### config.mk
export PLATFORM = sky130hd
export DESIGN_NAME = sp_serial_port
export DESIGN_NICKNAME = d
export VERILOG_FILES = /design/src/rtl/sp_pkg.sv /design/src/rtl/sp_serial_port.sv
export VERILOG_INCLUDE_DIRS = /design/src /design/src/rtl
export SDC_FILE = /design/constraint.sdc
export NUM_CORES = 1
export LEC_CHECK = 0
export BUFFER_PORTS_ARGS = -buffer_cell sky130_fd_sc_hd__buf_4
export CAP_MARGIN = 20
export CORE_MARGIN = 5
export CORE_UTILIZATION = 55
export CTS_BUF_LIST = sky130_fd_sc_hd__clkbuf_16
export CTS_CLUSTER_DIAMETER = 150
export DETAILED_ROUTE_END_ITERATION = 8
export GPL_ROUTABILITY_DRIVEN = 1
export PLACE_DENSITY = 0.8
export SYNTH_ARGS = -nofsm -noshare
export SYNTH_HDL_FRONTEND = slang
export SYNTH_SLANG_ARGS = --single-unit
### constraint.sdc
create_clock -name clock -period 3.75 [get_ports clock]
set_input_delay 0.375 -clock clock [delete_from_list [all_inputs] [get_ports clock]]
set_output_delay 0.375 -clock clock [all_outputs]
set_load 0.01 [all_outputs]
### src/rtl/sp_consts.svh
// register offsets, reset values and timing counts of the serial port
`ifndef SP_CONSTS_SVH
`define SP_CONSTS_SVH

// byte offsets on the register bus
`define SP_CTRL_OFS 8'h00
`define SP_BUF_OFS 8'h04

// reset values
`define SP_CTRL_RESET 9'h000
`define SP_BUF_RESET 8'h00

// mode select codes {mode_select_high, mode_select_low}
`define SP_MODE_SYNC 2'h0
`define SP_MODE_ASYNC 2'h1

// synchronous mode: period, data lead before the falling edge, rising phase
`define SP_M0_FAST_PER 4'h4
`define SP_M0_FAST_LEAD 4'h1
`define SP_M0_FAST_RISE 4'h3
`define SP_M0_SLOW_PER 4'hc
`define SP_M0_SLOW_LEAD 4'h3
`define SP_M0_SLOW_RISE 4'h9
`define SP_M0_LAST_BIT 3'h7

// asynchronous mode: slice counter and vote sample slices (8th, 9th, 10th)
`define SP_M1_LAST_SLICE 4'hf
`define SP_M1_VOTE_A 4'h7
`define SP_M1_VOTE_B 4'h8
`define SP_M1_VOTE_C 4'h9
`define SP_M1_RX_LAST 4'h9
`define SP_M1_TX_STOP 4'h9
`define SP_M1_TX_END 4'ha

`endif

### src/rtl/sp_pkg.sv
// types shared by the serial port design
package sp_pkg;

   // control register fields, bit 8 down to bit 0
   typedef struct packed {
      logic double_rate;
      logic mode_select_high;
      logic mode_select_low;
      logic multiproc_rate_bit;
      logic rx_enable;
      logic spare;
      logic rx_ninth_bit;
      logic tx_done_flag;
      logic rx_done_flag;
   } sp_ctrl_t;

   // captured address phase of an AHB-Lite transfer
   typedef struct packed {
      logic valid;
      logic write;
      logic [7:0] addr;
   } sp_ahb_req_t;

   typedef enum logic [2:0] {
      SP_M0_IDLE = 3'b001,
      SP_M0_TX = 3'b010,
      SP_M0_RX = 3'b100
   } sp_m0_state_t;

   typedef enum logic [1:0] {
      SP_RX1_HUNT = 2'b01,
      SP_RX1_RECV = 2'b10
   } sp_rx1_state_t;

endpackage : sp_pkg

### src/rtl/sp_serial_port.sv
// serial port with synchronous shifter and asynchronous framer on AHB-Lite
//
// The AHB-Lite register port and the register offsets were chosen for this implementation.
`timescale 1ns/1ns
`include "sp_consts.svh"

// What this block does
// - buffer writes go to transmit register, reads come from receive buffer
// - sync mode: data both ways on receive pin, shift clock on transmit pin
// - sync mode: eight bits per frame, least significant bit first
// - sync mode: shift rate clock/12 when rate bit low, clock/4 when high
// - sync mode: buffer write starts clocking out all eight bits
// - fast rate: data one clock before fall, clock low two clocks
// - slow rate: data three clocks before fall, clock low six clocks
// - sync mode: transmit-done set in the state after the last bit
// - sync receive only while enabled and receive-done clear, rising edge
// - sync receive-done set after last rising edge; stalls until cleared
// - async frame: low start, eight data bits LSB first, high stop
// - async bit rate is timer overflow rate divided by 16 or 32
// - async transmit aligns to the divide-by-16 rollovers, not the write
// - async transmit-done set at the tenth rollover after the write
// - receiver hunts falling edge at 16x rate, then resets slice counter
// - each bit is majority of samples in slices 8, 9 and 10
// - start bit sampled high aborts the frame and resumes hunting
// - frame accepted only if receive-done clear and stop or rate bit allow
// - receiver resumes hunting in the middle of the stop bit
module sp_serial_port (
   // clock and reset
   input wire logic clock,
   input wire logic reset,
   // AHB-Lite slave
   input wire logic hsel,
   input wire logic [31:0] haddr,
   input wire logic [1:0] htrans,
   input wire logic hwrite,
   input wire logic [2:0] hsize,
   input wire logic [31:0] hwdata,
   input wire logic hready,
   output logic hreadyout,
   output logic [31:0] hrdata,
   output logic hresp,
   // baud source, one-cycle pulse on this clock
   input wire logic timer_overflow,
   // serial pins
   input wire logic rxd_in,
   output logic rxd_out,
   output logic rxd_oe,
   output logic txd,
   // flag request to the processor
   output logic irq_req
);

   ////////////////////////////////////////////////////////////////////////////
   // pin synchroniser

   logic [1:0] rxd_sync_reg;
   logic rxd_s;

   always_ff @(posedge clock or posedge reset) begin
      if (reset) begin
         rxd_sync_reg <= 2'h3;
      end else begin
         rxd_sync_reg <= {rxd_sync_reg[0], rxd_in};
      end
   end
   assign rxd_s = rxd_sync_reg[1];

   ////////////////////////////////////////////////////////////////////////////
   // AHB-Lite slave, zero wait states

   sp_pkg::sp_ahb_req_t dph_reg;
   sp_pkg::sp_ctrl_t ctrl_reg;
   sp_pkg::sp_ctrl_t ctrl_wr;
   logic [7:0] tbuf_reg;
   logic [7:0] rx_buf_reg;
   logic wr_ctrl;
   logic wr_buf;

   always_ff @(posedge clock or posedge reset) begin
      if (reset) begin
         dph_reg <= '0;
      end else if (hready) begin
         dph_reg.valid <= hsel && htrans[1];
         dph_reg.write <= hwrite;
         dph_reg.addr <= haddr[7:0];
      end
   end

   assign hreadyout = 1'b1;
   assign hresp = 1'b0;
   assign wr_ctrl = dph_reg.valid && dph_reg.write &&
                    dph_reg.addr == `SP_CTRL_OFS;
   assign wr_buf = dph_reg.valid && dph_reg.write &&
                   dph_reg.addr == `SP_BUF_OFS;
   assign ctrl_wr = sp_pkg::sp_ctrl_t'(hwdata[8:0]);

   // reads see register contents during the data phase
   always_comb begin
      hrdata = 32'h0000_0000;
      if (dph_reg.valid && !dph_reg.write) begin
         if (dph_reg.addr == `SP_CTRL_OFS) begin
            hrdata = {23'h00_0000, ctrl_reg};
         end else if (dph_reg.addr == `SP_BUF_OFS) begin
            hrdata = {24'h00_0000, rx_buf_reg};
         end
      end
   end

   always_ff @(posedge clock or posedge reset) begin
      if (reset) begin
         tbuf_reg <= `SP_BUF_RESET;
      end else if (wr_buf) begin
         tbuf_reg <= hwdata[7:0];
      end
   end

   ////////////////////////////////////////////////////////////////////////////
   // control register and flags

   logic mode_sync;
   logic mode_async;
   logic m0_tx_done;
   logic m0_rx_done;
   logic m1_tx_done;
   logic m1_accept;
   logic m1_vote;

   assign mode_sync = {ctrl_reg.mode_select_high, ctrl_reg.mode_select_low}
                      == `SP_MODE_SYNC;
   assign mode_async = {ctrl_reg.mode_select_high, ctrl_reg.mode_select_low}
                       == `SP_MODE_ASYNC;

   // a hardware set in the cycle of a software clear wins
   always_ff @(posedge clock or posedge reset) begin
      if (reset) begin
         ctrl_reg <= `SP_CTRL_RESET;
      end else begin
         if (wr_ctrl) begin
            ctrl_reg <= ctrl_wr;
            ctrl_reg.spare <= 1'b0;
         end
         ctrl_reg.tx_done_flag <= m0_tx_done || m1_tx_done ||
            (wr_ctrl ? ctrl_wr.tx_done_flag : ctrl_reg.tx_done_flag);
         ctrl_reg.rx_done_flag <= m0_rx_done || m1_accept ||
            (wr_ctrl ? ctrl_wr.rx_done_flag : ctrl_reg.rx_done_flag);
         if (m1_accept) begin
            ctrl_reg.rx_ninth_bit <= m1_vote;
         end
      end
   end

   assign irq_req = ctrl_reg.tx_done_flag || ctrl_reg.rx_done_flag;

   ////////////////////////////////////////////////////////////////////////////
   // synchronous mode shifter

   sp_pkg::sp_m0_state_t m0_state_reg;
   logic [3:0] m0_ph_reg;
   logic [3:0] m0_ph_next;
   logic [2:0] m0_bit_reg;
   logic [7:0] m0_sh_reg;
   logic m0_sclk_reg;
   logic m0_sclk_next;
   logic [3:0] m0_per;
   logic [3:0] m0_lead;
   logic [3:0] m0_rise;
   logic m0_start_tx;
   logic m0_start_rx;
   logic m0_busy;
   logic m0_busy_next;
   logic m0_end_ph;
   logic m0_rise_ph;

   assign m0_per = ctrl_reg.multiproc_rate_bit ? `SP_M0_FAST_PER
                                               : `SP_M0_SLOW_PER;
   assign m0_lead = ctrl_reg.multiproc_rate_bit ? `SP_M0_FAST_LEAD
                                                : `SP_M0_SLOW_LEAD;
   assign m0_rise = ctrl_reg.multiproc_rate_bit ? `SP_M0_FAST_RISE
                                                : `SP_M0_SLOW_RISE;

   assign m0_busy = m0_state_reg != sp_pkg::SP_M0_IDLE;
   assign m0_start_tx = mode_sync && !m0_busy && wr_buf;
   assign m0_start_rx = mode_sync && !m0_busy && !wr_buf &&
      ctrl_reg.rx_enable && !ctrl_reg.rx_done_flag;
   assign m0_end_ph = m0_ph_reg == m0_per - 4'h1;
   assign m0_rise_ph = m0_ph_reg == m0_rise;
   // transmit ends after its last period, receive at its last rising edge
   assign m0_tx_done = m0_state_reg == sp_pkg::SP_M0_TX && m0_end_ph &&
                       m0_bit_reg == `SP_M0_LAST_BIT;
   assign m0_rx_done = m0_state_reg == sp_pkg::SP_M0_RX && m0_rise_ph &&
                       m0_bit_reg == `SP_M0_LAST_BIT;

   always_comb begin
      m0_busy_next = m0_start_tx || m0_start_rx ||
                     (m0_busy && !m0_tx_done && !m0_rx_done);
      if (!m0_busy || m0_end_ph) begin
         m0_ph_next = 4'h0;
      end else begin
         m0_ph_next = m0_ph_reg + 4'h1;
      end
      // clock low from the lead phase up to the rising phase
      m0_sclk_next = !(m0_busy_next && m0_ph_next >= m0_lead &&
                       m0_ph_next < m0_rise);
   end

   always_ff @(posedge clock or posedge reset) begin
      if (reset) begin
         m0_state_reg <= sp_pkg::SP_M0_IDLE;
         m0_ph_reg <= 4'h0;
         m0_bit_reg <= 3'h0;
         m0_sh_reg <= 8'hff;
         m0_sclk_reg <= 1'b1;
      end else begin
         m0_ph_reg <= m0_ph_next;
         m0_sclk_reg <= m0_sclk_next;
         unique case (m0_state_reg)
            sp_pkg::SP_M0_IDLE: begin
               m0_bit_reg <= 3'h0;
               if (m0_start_tx) begin
                  m0_state_reg <= sp_pkg::SP_M0_TX;
                  m0_sh_reg <= hwdata[7:0];
               end else if (m0_start_rx) begin
                  m0_state_reg <= sp_pkg::SP_M0_RX;
               end
            end
            sp_pkg::SP_M0_TX: begin
               if (m0_end_ph) begin
                  m0_sh_reg <= {1'b1, m0_sh_reg[7:1]};
                  m0_bit_reg <= m0_bit_reg + 3'h1;
                  if (m0_tx_done) begin
                     m0_state_reg <= sp_pkg::SP_M0_IDLE;
                  end
               end
            end
            sp_pkg::SP_M0_RX: begin
               // partner holds data stable across the rising edge
               if (m0_rise_ph) begin
                  m0_sh_reg <= {rxd_s, m0_sh_reg[7:1]};
                  m0_bit_reg <= m0_bit_reg + 3'h1;
                  if (m0_rx_done) begin
                     m0_state_reg <= sp_pkg::SP_M0_IDLE;
                  end
               end
            end
            default: begin
               m0_state_reg <= sp_pkg::SP_M0_IDLE;
            end
         endcase
      end
   end

   ////////////////////////////////////////////////////////////////////////////
   // asynchronous mode: slice tick and transmitter

   logic half_reg;
   logic tick;
   logic [3:0] tx1_cnt_reg;
   logic tx1_roll;
   logic tx1_pend_reg;
   logic tx1_busy_reg;
   logic [3:0] tx1_bit_reg;
   logic [7:0] tx1_sh_reg;
   logic tx1_line_reg;

   // overflow halved unless double rate is selected
   always_ff @(posedge clock or posedge reset) begin
      if (reset) begin
         half_reg <= 1'b0;
      end else if (timer_overflow) begin
         half_reg <= !half_reg;
      end
   end
   assign tick = timer_overflow && (ctrl_reg.double_rate || half_reg);

   always_ff @(posedge clock or posedge reset) begin
      if (reset) begin
         tx1_cnt_reg <= 4'h0;
      end else if (tick) begin
         tx1_cnt_reg <= tx1_cnt_reg + 4'h1;
      end
   end
   assign tx1_roll = tick && tx1_cnt_reg == `SP_M1_LAST_SLICE;
   assign m1_tx_done = tx1_roll && tx1_busy_reg &&
                       tx1_bit_reg == `SP_M1_TX_STOP;

   always_ff @(posedge clock or posedge reset) begin
      if (reset) begin
         tx1_pend_reg <= 1'b0;
         tx1_busy_reg <= 1'b0;
         tx1_bit_reg <= 4'h0;
         tx1_sh_reg <= 8'hff;
         tx1_line_reg <= 1'b1;
      end else begin
         if (wr_buf && mode_async) begin
            tx1_pend_reg <= 1'b1;
         end
         if (tx1_roll) begin
            if (tx1_busy_reg) begin
               tx1_bit_reg <= tx1_bit_reg + 4'h1;
               if (tx1_bit_reg == `SP_M1_TX_END) begin
                  tx1_busy_reg <= 1'b0;
               end else if (tx1_bit_reg == `SP_M1_TX_STOP) begin
                  tx1_line_reg <= 1'b1;
               end else begin
                  tx1_line_reg <= tx1_sh_reg[0];
                  tx1_sh_reg <= {1'b1, tx1_sh_reg[7:1]};
               end
            end else if (tx1_pend_reg && !(wr_buf && mode_async)) begin
               tx1_pend_reg <= 1'b0;
               tx1_busy_reg <= 1'b1;
               tx1_bit_reg <= 4'h1;
               tx1_sh_reg <= tbuf_reg;
               tx1_line_reg <= 1'b0;
            end
         end
      end
   end

   ////////////////////////////////////////////////////////////////////////////
   // asynchronous mode: receiver

   sp_pkg::sp_rx1_state_t rx1_state_reg;
   logic rx1_prev_reg;
   logic [3:0] rx1_cnt_reg;
   logic [3:0] rx1_bit_reg;
   logic rx1_sa_reg;
   logic rx1_sb_reg;
   logic [7:0] rx1_sh_reg;
   logic rx1_vote_now;

   assign m1_vote = (rx1_sa_reg && rx1_sb_reg) || (rx1_sa_reg && rxd_s) ||
                    (rx1_sb_reg && rxd_s);
   assign rx1_vote_now = tick && rx1_state_reg == sp_pkg::SP_RX1_RECV &&
                         rx1_cnt_reg == `SP_M1_VOTE_C;
   assign m1_accept = rx1_vote_now && rx1_bit_reg == `SP_M1_RX_LAST &&
      !ctrl_reg.rx_done_flag &&
      (!ctrl_reg.multiproc_rate_bit || m1_vote);

   always_ff @(posedge clock or posedge reset) begin
      if (reset) begin
         rx1_state_reg <= sp_pkg::SP_RX1_HUNT;
         rx1_prev_reg <= 1'b1;
         rx1_cnt_reg <= 4'h0;
         rx1_bit_reg <= 4'h0;
         rx1_sa_reg <= 1'b1;
         rx1_sb_reg <= 1'b1;
         rx1_sh_reg <= 8'h00;
      end else if (!mode_async || !ctrl_reg.rx_enable) begin
         rx1_state_reg <= sp_pkg::SP_RX1_HUNT;
         rx1_prev_reg <= 1'b1;
      end else if (tick) begin
         rx1_prev_reg <= rxd_s;
         unique case (rx1_state_reg)
            sp_pkg::SP_RX1_HUNT: begin
               if (rx1_prev_reg && !rxd_s) begin
                  rx1_state_reg <= sp_pkg::SP_RX1_RECV;
                  rx1_cnt_reg <= 4'h0;
                  rx1_bit_reg <= 4'h0;
               end
            end
            sp_pkg::SP_RX1_RECV: begin
               rx1_cnt_reg <= rx1_cnt_reg + 4'h1;
               if (rx1_cnt_reg == `SP_M1_VOTE_A) begin
                  rx1_sa_reg <= rxd_s;
               end
               if (rx1_cnt_reg == `SP_M1_VOTE_B) begin
                  rx1_sb_reg <= rxd_s;
               end
               if (rx1_vote_now) begin
                  rx1_bit_reg <= rx1_bit_reg + 4'h1;
                  if (rx1_bit_reg == 4'h0 && m1_vote) begin
                     rx1_state_reg <= sp_pkg::SP_RX1_HUNT;
                  end else if (rx1_bit_reg == `SP_M1_RX_LAST) begin
                     rx1_state_reg <= sp_pkg::SP_RX1_HUNT;
                  end else if (rx1_bit_reg != 4'h0) begin
                     rx1_sh_reg <= {m1_vote, rx1_sh_reg[7:1]};
                  end
               end
            end
            default: begin
               rx1_state_reg <= sp_pkg::SP_RX1_HUNT;
            end
         endcase
      end
   end

   ////////////////////////////////////////////////////////////////////////////
   // receive buffer and pins

   always_ff @(posedge clock or posedge reset) begin
      if (reset) begin
         rx_buf_reg <= `SP_BUF_RESET;
      end else if (m0_rx_done) begin
         rx_buf_reg <= {rxd_s, m0_sh_reg[7:1]};
      end else if (m1_accept) begin
         rx_buf_reg <= rx1_sh_reg;
      end
   end

   // transmit pin carries the shift clock in sync mode, else the frame
   assign txd = mode_sync ? m0_sclk_reg : tx1_line_reg;
   assign rxd_oe = m0_state_reg == sp_pkg::SP_M0_TX;
   assign rxd_out = m0_sh_reg[0];

endmodule : sp_serial_port

==> key figures <==
Power and ir drop
  • PwrDens: roughly 460 nW/um^2
  • Peak supply drop: 0.325 mV
  • Pleak: 2.52 nW
  • Total chip power: roughly 2.8 mW

Floorplanning
  • IO Pins: 114
  • DIE HEIGHT: about 110 um
  • Core Area: between 9000 and 10000 sq um
  • # rows: 36
  • Die ar.: about 12000 sq um
  • Die width: 109 um
  • Starting density of the core: 55.6%

Clock network
  • Clk root buf: clkbuf_16
  • CTS Buffer Depth: 2
  • Num CTS Buffers: 9
  • Hold-fix buffer count after cts: 0
  • CTS tree: built
  • Worst-Skew Late Latency: between 300 and 400 ps
  • Post-CTS Setup Bufs: 0
  • Post-CTS Resized: 0
  • CTS H-tree lvls: 3
  • CTS sink cnt: 96
  • Clk pin slew, worst setup/hold paths: roughly 70 ps

Hold path
  • Hold Crit Class: in2async

Global route
  • Tot GR Track Use: 21.4%
  • GRT busiest layer: met2
  • Global-route wire length before repair: between 15000 and 20000 um
  • Vias in the first global route: 4013
  • Met3 GRT Util: about 4.5%
  • Initial antenna violation count: 0
  • Routing usage on met1: 27.5%
  • Largest net degree at the start of global routing: between 40 and 50
  • M2 GR Usage: 35.7%
  • Grt ovf: 0

Placement
  • Detailed Place HPWL: 8530 um
  • DP Area: approximately 5700 sq um
  • PortBufs: 37
  • Pre-CTS setup slack: roughly 1300 ps
  • GPL Wtd Cong: 0.913

Route
  • DR DRC count: 0
  • Routed wire per std cell: ~17 um
  • Post-route antenna net violation count: 0
  • Vias post-DR: approximately 4000
  • Via density per instance: 5.93
  • Iter 0 DRT Violations: about 220
  • First-pass DRT Iterations: 5
  • Routed wire length: approximately 12000 um

Run status
  • Status: completed

Synthesis
  • EDFF count, synth: 0
  • Mapped cell area: between 5000 and 6000 sq um
  • Async S/R FF share, synth: between 90% and 100%
  • Top post-synthesis cells by area: dfrtp_1, dfstp_2, mux2_2
  • Top cell type's share of synthesized area: between 30% and 40%
  • Synth cell types: 65
  • FF+latch count, synth: 96
  • Yosys warnings: 0
  • Syn Inst Count: between 500 and 600
  • Syn Area/Cell: roughly 10 sq um
  • Area leader, netlist: dfrtp_1
  • Primary FF master, synth: dfrtp_1
  • Seq/Total Area, Yosys: a little under half

STA
  • FMAX: 374 MHz
  • Setup WS post-layout: between 1000 and 1500 ps
  • Worst Tran Pin Value: between 800 and 900 ps
  • RSZ-0062 raised after global routing: no
  • Worst clock skew: 9.82 ps
  • Max-Slew Margin vs Limit: between 40% and 50%
  • Final Setup Violations: 0
  • Setup TNS: 0 ps
  • Fin crit share: between 70% and 80%
  • Slew Limit Fails: 0
  • Hold Violations, Final: 0
  • Crit path time final: about 2700 ps

Setup path
  • Crit Path Class: reg2out
  • Worst Setup End Kind: primary output
  • WP data required: roughly 3400 ps
  • CP arrival: 2300 ps
  • Largest fanout on the critical path: 8
  • Critical path startpoint category: register

Layout
  • Nets: approximately 640
  • Max FFs per register: 10
  • Design Area, Final: approximately 6000 sq um
  • N_diodes: 0
  • Share of cells above drive strength 1: approximately a quarter
  • Area grow syn2layout: 12.1%
  • Fin util: ~62%

Job
  • Max_cap viols: 0
-- worst max-delay path, cell delays in order, from the launching register on --
cell     delay [ps]
dfrtp_1         390
or4_1           560
nor2_1          500
a22oi_1         150
nor2_1          190
buf_4           150
-- cells in the mapped netlist, types with 5 or more instances --
library cell,n
dfrtp_1,71
mux2_2,48
nand2_1,39
nand3_1,31
buf_4,25
dfstp_2,25
o21ai_0,25
nor2_1,22
inv_1,20
ha_1,19
clkbuf_1,16
nand4_1,15
nor2b_1,14
o211ai_1,13
a21oi_1,9
mux2i_1,9
a221oi_1,8
a22oi_1,8
a2111oi_0,6
a22o_1,5
-- final cells by class --
class,count,area [sq um]
Clock buffer,9,225
Fill cell,758,3640
Clock inverter,7,114
Timing Repair Buffer,43,323
Sequential cell,96,2430
Tap cell,133,166
Inverter,20,76.3
Multi-Input combinational cell,378,2700
-- logic make-up (layout without fill, tap and decap cells) --
family | after synthesis | in the layout | synth area share, %
AOI/OAI and AO/OA | 104 | 104 | 14.3
xor gates and xnor gates | 7 | 7 | 1.14
adders and majority gates | 20 | 20 | 4.60
buffers and inverters | 65 | 79 | 6.32
DFF | 96 | 96 | 45.2
muxes | 57 | 57 | 11.7
other | 2 | 25 | 0.139
and+or+nand+nor | 165 | 165 | 16.7
-- stage by stage --
step | hold WS [ps] | std cells
2_1_floorplan | 345 | 539
3_3_place_gp | 346 | 669
3_5_place_dp | 349 | 670
4_1_cts | 139 | 686
5_1_grt | 140 | 686
6_report | 137 | 686
-- cell usage in the layout, fill, tap and decap left out, types with 13 or more instances in the layout --
| cell type | Yosys | routed |
|---|---|---|
| buf_4 | 25 | 43 |
| conb_1 | 2 | 25 |
| dfrtp_1 | 71 | 71 |
| dfstp_2 | 25 | 25 |
| ha_1 | 19 | 19 |
| inv_1 | 20 | 21 |
| mux2_2 | 48 | 48 |
| nand2_1 | 39 | 39 |
| nand3_1 | 31 | 31 |
| nand4_1 | 15 | 15 |
| nor2_1 | 22 | 22 |
| nor2b_1 | 14 | 14 |
| o211ai_1 | 13 | 13 |
| o21ai_0 | 25 | 25 |
-- worst paths after layout --
check / start / to / slack (ps) / cells past startpoint
setup / recovery: dph_reg[4] / hrdata[1] / 1080 / 5
min in group clock: rxd_in / rxd_sync_reg[0] / 150 / 1
hold / removal: reset / dph_reg[8] / 140 / 2
hold reg to reg: rxd_sync_reg[0] / rxd_sync_reg[1] / 360 / 0
setup reg to reg: m0_state_reg[0] / m0_sclk_reg / 1250 / 8
max in group asynchronous: reset / rxd_sync_reg[0] / 2700 / 3
-- metal layers --
metal / vias up / share of wire (%)
li1: 1913 / -
met1: 2015 / 42
met2: 112 / 50
met3: 26 / 4.7
met4: 0 / 2.3
met5: - / 0
-- power by group --
part	total [mW]	switching, mW	internal [mW]
clock	1.05	0.398	0.650
sequential	1.27	0.104	1.16
combinational	0.436	0.257	0.179
No activity file was read; power rests on OpenSTA's default activity.
